<file path="src/include/hdc_pkg.sv">
// constants and register map of the transceiver control port
//
// Behaviour
// - Loopback high in active state routes receive data and frame to transmit.
// - Remote end outputs a 392 kHz recovered baud clock aligned to interface_clock.
// - While activating, the recovered baud clock may drift from interface_clock.
// - Central office keeps a fixed arbitrary baud clock phase to interface_clock.
// - Test input high emits isolated pulses about 6 ms apart, no framing.
// - In test mode transmit data gives the sign, frame pulse the magnitude.
// - Remote end in test mode may start its activation sequence.
// - Register data uses an 8-bit two-way bus, device drives on reads.
// - Power-up init low resets all circuits and halts every clock.
// - Soft init low resets internal circuits while interface_clock keeps running.
// - Interrupt is an open-drain low, released otherwise.
// - Select, read and write all low is hardware mode, else software.
package hdc_pkg;

  // clock and timing
  localparam int unsigned HDC_CLK_KHZ = 100000;
  localparam int unsigned HDC_BAUD_KHZ = 392;
  localparam int unsigned HDC_TEST_GAP_MS = 6;
  // baud divider: whole-cycle period, rounded down
  localparam int unsigned HDC_BAUD_DIV = HDC_CLK_KHZ / HDC_BAUD_KHZ;
  localparam int unsigned HDC_TEST_GAP_CYC = HDC_TEST_GAP_MS * HDC_CLK_KHZ;
  localparam logic [7:0] HDC_BAUD_LAST = 8'(HDC_BAUD_DIV - 1);
  localparam logic [7:0] HDC_BAUD_HALF = 8'(HDC_BAUD_DIV / 2);

  // ahb-lite byte addresses
  localparam logic [31:0] HDC_A_CTRL = 32'h0000_0000;
  localparam logic [31:0] HDC_A_STATUS = 32'h0000_0004;
  localparam logic [31:0] HDC_A_IRQ_ST = 32'h0000_0008;
  localparam logic [31:0] HDC_A_IRQ_EN = 32'h0000_000C;
  localparam logic [31:0] HDC_A_IRQ_CLR = 32'h0000_0010;
  localparam logic [25:0] HDC_A_WIN_HI = 26'h000_0001;

  // control fields
  localparam int unsigned HDC_CTRL_LOOP = 0;
  localparam int unsigned HDC_CTRL_TEST = 1;
  localparam logic [1:0] HDC_CTRL_RST = 2'h0;

  // status fields
  localparam int unsigned HDC_ST_HW = 0;
  localparam int unsigned HDC_ST_LOOP = 1;
  localparam int unsigned HDC_ST_TEST = 2;
  localparam int unsigned HDC_ST_ACT = 3;

  // interrupt event bits
  localparam int unsigned HDC_EV_HOSTWR = 0;
  localparam int unsigned HDC_EV_PULSE = 1;
  localparam int unsigned HDC_EV_LOOP = 2;
  localparam int unsigned HDC_EV_HWMODE = 3;
  localparam logic [3:0] HDC_IRQ_EN_RST = 4'h0;

endpackage : hdc_pkg

</file>
<file path="src/design/hdc_port.sv">
// transceiver control port: pins, processor port and ahb-lite registers
`timescale 1ns/10ps
module hdc_port
  import hdc_pkg::*;
#(
  parameter int unsigned TEST_GAP_CYC = HDC_TEST_GAP_CYC
)
(
  input wire logic hclk,
  input wire logic hresetn,
  // ahb-lite slave
  input wire logic hsel,
  input wire logic [31:0] haddr,
  input wire logic [1:0] htrans,
  input wire logic hwrite,
  input wire logic [2:0] hsize,
  input wire logic [31:0] hwdata,
  input wire logic hready,
  output logic hreadyout,
  output logic hresp,
  output logic [31:0] hrdata,
  // init pins
  input wire logic power_up_init_n,
  input wire logic soft_init_n,
  // hardware mode pins
  input wire logic back_end_loopback,
  input wire logic isolated_pulse_test,
  // processor port
  input wire logic device_select_n,
  input wire logic host_rd_n,
  input wire logic host_wr_n,
  input wire logic [3:0] reg_select,
  input wire logic [7:0] host_bus_i,
  output logic [7:0] host_bus_o,
  output logic host_bus_oe,
  output logic int_n_o,
  output logic int_n_oe,
  // line state and mode
  input wire logic remote_end,
  input wire logic line_active,
  input wire logic line_activating,
  input wire logic rx_symbol_strobe,
  // data path
  input wire logic rx_data,
  input wire logic receive_frame_pulse,
  input wire logic tx_data_in,
  input wire logic transmit_frame_pulse,
  output logic tx_data_out,
  output logic tx_frame_out,
  output logic tx_sign,
  output logic tx_mag,
  output logic tx_test_strobe,
  output logic start_activation,
  output logic hw_mode,
  output logic interface_clock,
  output logic recovered_baud_clock
);

  typedef struct packed {
    logic [31:0] rdata;
    logic ph_wr;
    logic [31:0] ph_addr;
    logic [1:0] ctrl;
    logic [3:0] irq_st;
    logic [3:0] irq_en;
    logic [15:0][7:0] regs;
    logic [7:0] bus_o;
    logic [7:0] wr_data;
    logic [3:0] wr_addr;
    logic wr_n_prev;
    logic hw_prev;
    logic loop_prev;
    logic tx_data;
    logic tx_frame;
    logic tx_sign;
    logic tx_mag;
    logic tx_strobe;
    logic start_act;
  } hdc_port_s;

  hdc_port_s q;
  hdc_port_s d;

  logic hw_now;
  logic loop_sel;
  logic test_sel;
  logic loop_on;
  logic test_on;
  logic ahb_take;
  logic host_wr_rise;
  logic init_any;
  logic [3:0] status;
  logic [3:0] events;
  logic [31:0] rd_val;
  logic test_pulse;
  logic [7:0] interface_clock_nx;
  logic [7:0] rclk_nx;
  logic interface_clock_load;
  logic rclk_load;
  logic [7:0] rclk_val;

  // mode decode from the processor port strobes
  assign hw_now = !device_select_n && !host_rd_n && !host_wr_n;
  assign loop_sel = hw_now ? back_end_loopback : q.ctrl[HDC_CTRL_LOOP];
  assign test_sel = hw_now ? isolated_pulse_test : q.ctrl[HDC_CTRL_TEST];
  assign init_any = !power_up_init_n || !soft_init_n;

  // loopback only takes effect in active state
  assign loop_on = loop_sel && line_active && !init_any;
  assign test_on = test_sel && !init_any;

  // ahb address phase accepted
  assign ahb_take = hsel && htrans[1] && hready;

  // write strobe rise while selected, not leaving hardware mode
  assign host_wr_rise = !q.wr_n_prev && host_wr_n
    && !device_select_n && !q.hw_prev;

  // live status word
  assign status[HDC_ST_HW] = hw_now;
  assign status[HDC_ST_LOOP] = loop_on;
  assign status[HDC_ST_TEST] = test_on;
  assign status[HDC_ST_ACT] = line_active;

  // interrupt events
  assign events[HDC_EV_HOSTWR] = host_wr_rise;
  assign events[HDC_EV_PULSE] = test_pulse;
  assign events[HDC_EV_LOOP] = loop_on && !q.loop_prev;
  assign events[HDC_EV_HWMODE] = hw_now && !q.hw_prev;

  // zero wait state slave, always okay
  assign hreadyout = 1'b1;
  assign hresp = 1'b0;
  assign hrdata = q.rdata;

  // processor bus drive: only while read is asserted and selected
  assign host_bus_oe = !device_select_n && !host_rd_n && host_wr_n;
  assign host_bus_o = q.bus_o;

  // open-drain interrupt: pull low or release
  assign int_n_o = 1'b0;
  assign int_n_oe = |(q.irq_st & q.irq_en);

  // registered data path outputs
  assign tx_data_out = q.tx_data;
  assign tx_frame_out = q.tx_frame;
  assign tx_sign = q.tx_sign;
  assign tx_mag = q.tx_mag;
  assign tx_test_strobe = q.tx_strobe;
  assign start_activation = q.start_act;
  assign hw_mode = q.hw_prev;

  // ahb read mux
  always_comb
  begin
    rd_val = 32'h0000_0000;
    if (haddr == HDC_A_CTRL)
      rd_val[1:0] = q.ctrl;
    else if (haddr == HDC_A_STATUS)
      rd_val[3:0] = status;
    else if (haddr == HDC_A_IRQ_ST)
      rd_val[3:0] = q.irq_st;
    else if (haddr == HDC_A_IRQ_EN)
      rd_val[3:0] = q.irq_en;
    else if (haddr[31:6] == HDC_A_WIN_HI && haddr[1:0] == 2'h0)
      rd_val[7:0] = q.regs[haddr[5:2]];
  end

  // next state
  always_comb
  begin
    d = q;

    // ahb address phase capture, read data ready for the data phase
    if (hready)
    begin
      d.ph_wr = ahb_take && hwrite;
      d.ph_addr = haddr;
    end
    if (ahb_take && !hwrite)
      d.rdata = rd_val;

    // interrupt status: sticky, set wins over clear
    d.irq_st = q.irq_st;

    // ahb data phase writes
    if (q.ph_wr)
    begin
      if (q.ph_addr == HDC_A_CTRL)
        d.ctrl = hwdata[1:0];
      else if (q.ph_addr == HDC_A_IRQ_EN)
        d.irq_en = hwdata[3:0];
      else if (q.ph_addr == HDC_A_IRQ_CLR)
        d.irq_st = q.irq_st & ~hwdata[3:0];
    end
    d.irq_st = d.irq_st | events;

    // processor port: sample address and data while write is low
    d.wr_n_prev = host_wr_n;
    d.hw_prev = hw_now;
    d.loop_prev = loop_on;
    if (!host_wr_n && !device_select_n && !hw_now)
    begin
      d.wr_data = host_bus_i;
      d.wr_addr = reg_select;
    end
    if (host_wr_rise)
      d.regs[q.wr_addr] = q.wr_data;

    // read data follows the address one cycle later
    d.bus_o = q.regs[reg_select];

    // transmit path: test pulses replace framed traffic
    if (test_on)
    begin
      d.tx_data = 1'b0;
      d.tx_frame = 1'b0;
    end
    else if (loop_on)
    begin
      d.tx_data = rx_data;
      d.tx_frame = receive_frame_pulse;
    end
    else
    begin
      d.tx_data = tx_data_in;
      d.tx_frame = transmit_frame_pulse;
    end

    // test pulse symbol from data and frame inputs
    d.tx_strobe = test_pulse;
    if (test_pulse)
    begin
      d.tx_sign = tx_data_in;
      d.tx_mag = transmit_frame_pulse;
    end

    // remote end may start activation when test is selected
    d.start_act = remote_end && test_on;

    // init pins clear the device state, bus phase kept intact
    if (init_any)
    begin
      d = '0;
      d.ctrl = HDC_CTRL_RST;
      d.irq_en = HDC_IRQ_EN_RST;
      d.ph_wr = hready ? (ahb_take && hwrite) : q.ph_wr;
      d.ph_addr = hready ? haddr : q.ph_addr;
      d.rdata = (ahb_take && !hwrite) ? rd_val : q.rdata;
      d.wr_n_prev = host_wr_n;
      d.hw_prev = hw_now;
    end
  end

  // state register
  always_ff @(posedge hclk or negedge hresetn)
  begin
    if (!hresetn)
    begin
      q <= '0;
      q.ctrl <= HDC_CTRL_RST;
      q.irq_en <= HDC_IRQ_EN_RST;
      q.wr_n_prev <= 1'b1;
    end
    else
    begin
      q <= d;
    end
  end

  // isolated pulse spacing
  hdc_pulse_gen #(
    .GAP_CYC(TEST_GAP_CYC)
  ) u_pulse (
    .hclk(hclk),
    .hresetn(hresetn),
    .run(test_on),
    .pulse(test_pulse)
  );

  // interface clock: remote end locks it to the received symbols, except while activating
  assign interface_clock_load = remote_end && !line_activating
    && rx_symbol_strobe;

  hdc_baud_div u_interface_clock (
    .hclk(hclk),
    .hresetn(hresetn),
    .run(power_up_init_n),
    .load(interface_clock_load),
    .load_val(8'h00),
    .cnt_nx(interface_clock_nx),
    .clk_o(interface_clock)
  );

  // recovered baud clock phase selection
  always_comb
  begin
    rclk_load = 1'b0;
    rclk_val = 8'h00;
    if (remote_end && !line_activating)
    begin
      rclk_load = 1'b1;
      // follow the interface divider, including its reload to zero
      rclk_val = interface_clock_load ? 8'h00 : interface_clock_nx;
    end
    else if (remote_end)
    begin
      rclk_load = rx_symbol_strobe;
      rclk_val = 8'h00;
    end
    // central office: free running, phase fixed since release
  end

  hdc_baud_div u_rclk (
    .hclk(hclk),
    .hresetn(hresetn),
    .run(power_up_init_n && soft_init_n),
    .load(rclk_load),
    .load_val(rclk_val),
    .cnt_nx(rclk_nx),
    .clk_o(recovered_baud_clock)
  );

endmodule : hdc_port

</file>
<file path="src/design/hdc_baud_div.sv">
// 392 kHz baud divider with phase load
`timescale 1ns/10ps
module hdc_baud_div
  import hdc_pkg::*;
(
  input wire logic hclk,
  input wire logic hresetn,
  input wire logic run,
  input wire logic load,
  input wire logic [7:0] load_val,
  output logic [7:0] cnt_nx,
  output logic clk_o
);

  typedef struct packed {
    logic [7:0] cnt;
    logic clk;
  } hdc_div_s;

  hdc_div_s q;
  hdc_div_s d;

  // next phase, shared with followers that copy it
  assign cnt_nx = (q.cnt == HDC_BAUD_LAST) ? 8'h00 : q.cnt + 8'h01;
  assign clk_o = q.clk;

  // count, reload or clear to zero
  always_comb
  begin
    d = q;
    if (!run)
    begin
      d.cnt = 8'h00;
    end
    else if (load)
    begin
      d.cnt = load_val;
    end
    else
    begin
      d.cnt = cnt_nx;
    end
    d.clk = run && (d.cnt < HDC_BAUD_HALF);
  end

  // state register
  always_ff @(posedge hclk or negedge hresetn)
  begin
    if (!hresetn)
      q <= '0;
    else
      q <= d;
  end

endmodule : hdc_baud_div

</file>
<file path="src/design/hdc_pulse_gen.sv">
// isolated test pulse timer
`timescale 1ns/10ps
module hdc_pulse_gen
  import hdc_pkg::*;
#(
  parameter int unsigned GAP_CYC = HDC_TEST_GAP_CYC
)
(
  input wire logic hclk,
  input wire logic hresetn,
  input wire logic run,
  output logic pulse
);

  typedef struct packed {
    logic [19:0] cnt;
    logic pulse;
  } hdc_pg_s;

  hdc_pg_s q;
  hdc_pg_s d;

  assign pulse = q.pulse;

  // one strobe per gap while running
  always_comb
  begin
    d = q;
    d.pulse = 1'b0;
    if (!run)
    begin
      d.cnt = 20'h0_0000;
    end
    else if (q.cnt == 20'(GAP_CYC - 1))
    begin
      d.cnt = 20'h0_0000;
      d.pulse = 1'b1;
    end
    else
    begin
      d.cnt = q.cnt + 20'h0_0001;
    end
  end

  // state register
  always_ff @(posedge hclk or negedge hresetn)
  begin
    if (!hresetn)
      q <= '0;
    else
      q <= d;
  end

endmodule : hdc_pulse_gen

</file>
<file path="config.mk">
export PLATFORM = sky130hd
export DESIGN_NAME = hdc_port
export DESIGN_NICKNAME = d
export VERILOG_FILES = /design/src/include/hdc_pkg.sv /design/src/design/hdc_port.sv /design/src/design/hdc_baud_div.sv /design/src/design/hdc_pulse_gen.sv
export SDC_FILE = /design/constraint.sdc
export NUM_CORES = 1
export LEC_CHECK = 0
export ABC_AREA = 1
export BUFFER_PORTS_ARGS = -buffer_cell sky130_fd_sc_hd__buf_4
export CORE_ASPECT_RATIO = 1.1
export CORE_MARGIN = 2
export CORE_UTILIZATION = 63
export DETAILED_ROUTE_END_ITERATION = 6
export GPL_TIMING_DRIVEN = 0
export PLACE_DENSITY = 0.94
export SKIP_CTS_REPAIR_TIMING = 1
export SLEW_MARGIN = 15
export SYNTH_ARGS = -nofsm -noshare
export SYNTH_HDL_FRONTEND = slang
export SYNTH_HIERARCHICAL = 1
export SYNTH_SLANG_ARGS = --single-unit
</file>
<file path="constraint.sdc">
create_clock -name hclk -period 4.62 [get_ports hclk]
set_input_delay 0.231 -clock hclk [delete_from_list [all_inputs] [get_ports hclk]]
set_output_delay 0.231 -clock hclk [all_outputs]
set_load 0.02 [all_outputs]
</file>
==> reports/metrics.csv <==
stage,metric,value,unit
run_status,status,"finished, violations left",
run_status,failing checks,"design-rule violations, negative hold slack",
setup_path,startpoint types,primary input,
die,I/O Pins,155,
die,Die Ht,158.8,µm
die,die width,144.7,µm
placement,Detail Placement HPWL,33.00,mm
die,Starting Density,64.19,%
sta,final setup vio count,0,
cells_and_area,Layout Utilization,76.02,%
detailed_routing,vias per std cell,6.317,
sta,final period utilization,50.24,%
setup_path,Critical Path Sink Type,register,
pwr,Power Density,314.9,nW/µm²
pwr,Logic pwr share,12.9,%
grt,vias in the first global route,13160,
setup_path,CP max stage delay,0.75,ns
detailed_routing,router iterations before antenna repair,7,
grt,initial antenna violation count,2,
hold_path,Min-Delay Path Depth,3,
pwr,NetSw,1.403,mW
sta,RSZ-0062 raised after global routing,false,
setup_path,Required @ worst endpoint,5.07,ns
sta,final max-slew violation count,0,
sta,Rel. slew slack,33.18,%
pwr,maximum vdd drop,0.3058,mV
sta,setup TNS,0,ns
grt,first-pass GRT wire length,71.84,mm
setup_path,cell count along the critical path,9,
clock_tree,clk sink count,247,
cells_and_area,layout cells sized above 1,16.82,%
setup_path,critical path's slowest cell,nor3_2,
pwr,sequential share of power,43.6,%
setup_path,Register-to-Register Path Depth,14,
clock_tree,CTS H-tree lvls,1,
setup_path,crit-path max FO,9,
setup_path,Crit path buffers/inverters,4,
setup_path,Most common cell on crit path,inv_2,
pwr,Sw Ratio,27.42,%
sta,Final Hold Fails,5,
die,Die Area,22970,µm²
grt,grt ovf,0,
sta,WHS,-0.03151,ns
detailed_routing,# DRC,1,
cells_and_area,post-route cell area,16250,µm²
yosys,Synth Warn #,6,
setup_path,Worst R2R Setup Slack,2.58,ns
pwr,Pint,3.713,mW
run,maxcap violations,0,
pwr,post-layout power,5.116,mW
clock_tree,clock latency on the worst-skew pair,0.57,ns
placement,Buffers on Ports,88,
die,row cnt,56,
yosys,syn avg cell area,7.901,µm²
placement,Place WS,2.269,ns
pwr,LEAKAGE,7.480,nW
sta,FMAX,430.8,MHz
clock_tree,clock slew at reported path FFs,0.06,ns
grt,Total Routing Usage GR,40.90,%
cells_and_area,Final Non-Filler Cells,2241,
pwr,Clock Power Share,43.5,%
hold_path,min-delay worst type,primary input to register,
die,core area,21370,µm²
sta,Slew @ Worst Pin,1.002,ns
yosys,synthesized area,13720,µm²
grt,largest net degree at the start of global routing,107,
detailed_routing,WL final,50.28,mm
clock_tree,clk root buf,clkbuf_16,
placement,Area after DPL,14930,µm²
setup_path,Crit path arrival time,2.78,ns
sta,fin crit period,2.321,ns
cells_and_area,Layout area overhead,18.44,%
detailed_routing,Final ANT Viol Nets,0,
yosys,Mapped Cells,1736,
sta,final worst slack,2.299,ns
clock_tree,CTS tree,done,
setup_path,CP Cell Sequence,dlygate4sd3_1 -> buf_4 -> inv_2 -> nand2_1 -> nor2_2 -> nor2_1 -> nor3_2 -> inv_2 -> nor3b_1,
sta,clk_skew,0.02910,ns
placement,dpl cells,2149,
cells_and_area,layout net count,2037,
clock_tree,Bufs on Longest Clock Path,3,
detailed_routing,via count,14160,
detailed_routing,routed length per instance,22.43,µm
detailed_routing,Initial DRC Count,2232,
setup_path,CP Class,primary input to register,
clock_tree,cts bufs inserted,27,
setup_path,cell family with most CP delay,simple AND/OR/NAND/NOR gates,
placement,Final Wtd Congestion,1.035,
path summary, 6_finish.rpt:
check | startpoint | endpoint
max | host_wr_n | u_pulse/q[3]$_DFF_PN0_
min | hwdata[3] | q[160]$_DFFE_PN0P_
max reg2reg | u_interface_clock/q[1]$_DFF_PN0_ | u_rclk/clk_o$_DFF_PN0_
min reg2reg | hrdata[7]$_DFFE_PN0P_ | hrdata[7]$_DFFE_PN0P_
max in group asynchronous | hresetn | q[134]$_DFFE_PN0P_
min in group asynchronous | hresetn | u_interface_clock/q[3]$_DFF_PN0_
routing by layer:
| metal | global-route usage (%) | vias up | wire [µm] |
|---|---|---|---|
| li1 | - | 6079 | - |
| met1 | 53.39 | 6598 | 17570 |
| met2 | 63.79 | 1184 | 22830 |
| met3 | 8.866 | 293 | 6418 |
| met4 | 21.45 | 2 | 3445 |
| met5 | 0 | - | 13 |
cell type report:
cell class / count / area [µm²]
diodes: 1 / 2.502
repair buffers: 133 / 1154
clock inverters: 7 / 88.84
fillers: 1477 / 5124
plain buffers: 123 / 747.0
clock buffers: 41 / 798.3
flip-flops and latches: 247 / 6182
inverters: 239 / 899.6
multi-input cells: 1160 / 6012
well taps: 290 / 362.8
power groups by stage:
stage	Sequential (mW)	Combinational, mW	Clock, mW
finish	2.23	0.662	2.22
CTS	2.23	0.590	2.20
global placement	2.26	0.567	0
global route	2.23	0.702	2.29
detailed placement	2.27	0.586	0
floorplan	2.26	0.338	0
registers in the layout, indices dropped and copies added (netlist names):
name                     cells
u_pulse/pulse                1
q                          185
u_pulse/q                   20
u_interface_clock/clk_o      1
tx_data_out                  1
u_rclk/clk_o                 1
hrdata                       8
tx_mag                       1
tx_test_strobe               1
tx_frame_out                 1
hw_mode                      1
host_bus_o                   8
u_rclk/q                     8
start_activation             1
tx_sign                      1
u_interface_clock/q          8
cell usage in the layout (no fill, tap or decap), drive strengths merged, types with 2 or more instances in the layout:
cell type / n
a21oi: 112
a22oi: 13
buf: 174
bufbuf: 2
bufinv: 2
clkbuf: 78
clkinv: 6
conb: 35
dfrtp: 246
dlygate4sd3: 43
ha: 5
inv: 238
nand2: 325
nand3: 161
nand4: 22
nor2: 157
nor3: 12
nor4: 3
o2111ai: 6
o211ai: 2
o21ai: 161
o21bai: 6
o22ai: 117
or2: 2
xnor2: 2
xor2: 9
worst register-to-register path: stages, from the launching register on:
cell     delay [ns]
dfrtp_1        0.42
inv_1          0.09
ha_1           0.20
inv_1          0.10
nor2_4         0.06
nand2_8        0.11
nand3_2        0.10
inv_1          0.07
inv_1          0.04
nor2_1         0.10
o21ai_0        0.13
a21oi_2        0.22
nand2_2        0.07
nor2_2         0.12
a21oi_2        0.08
Power figures use the tool's default switching activity.
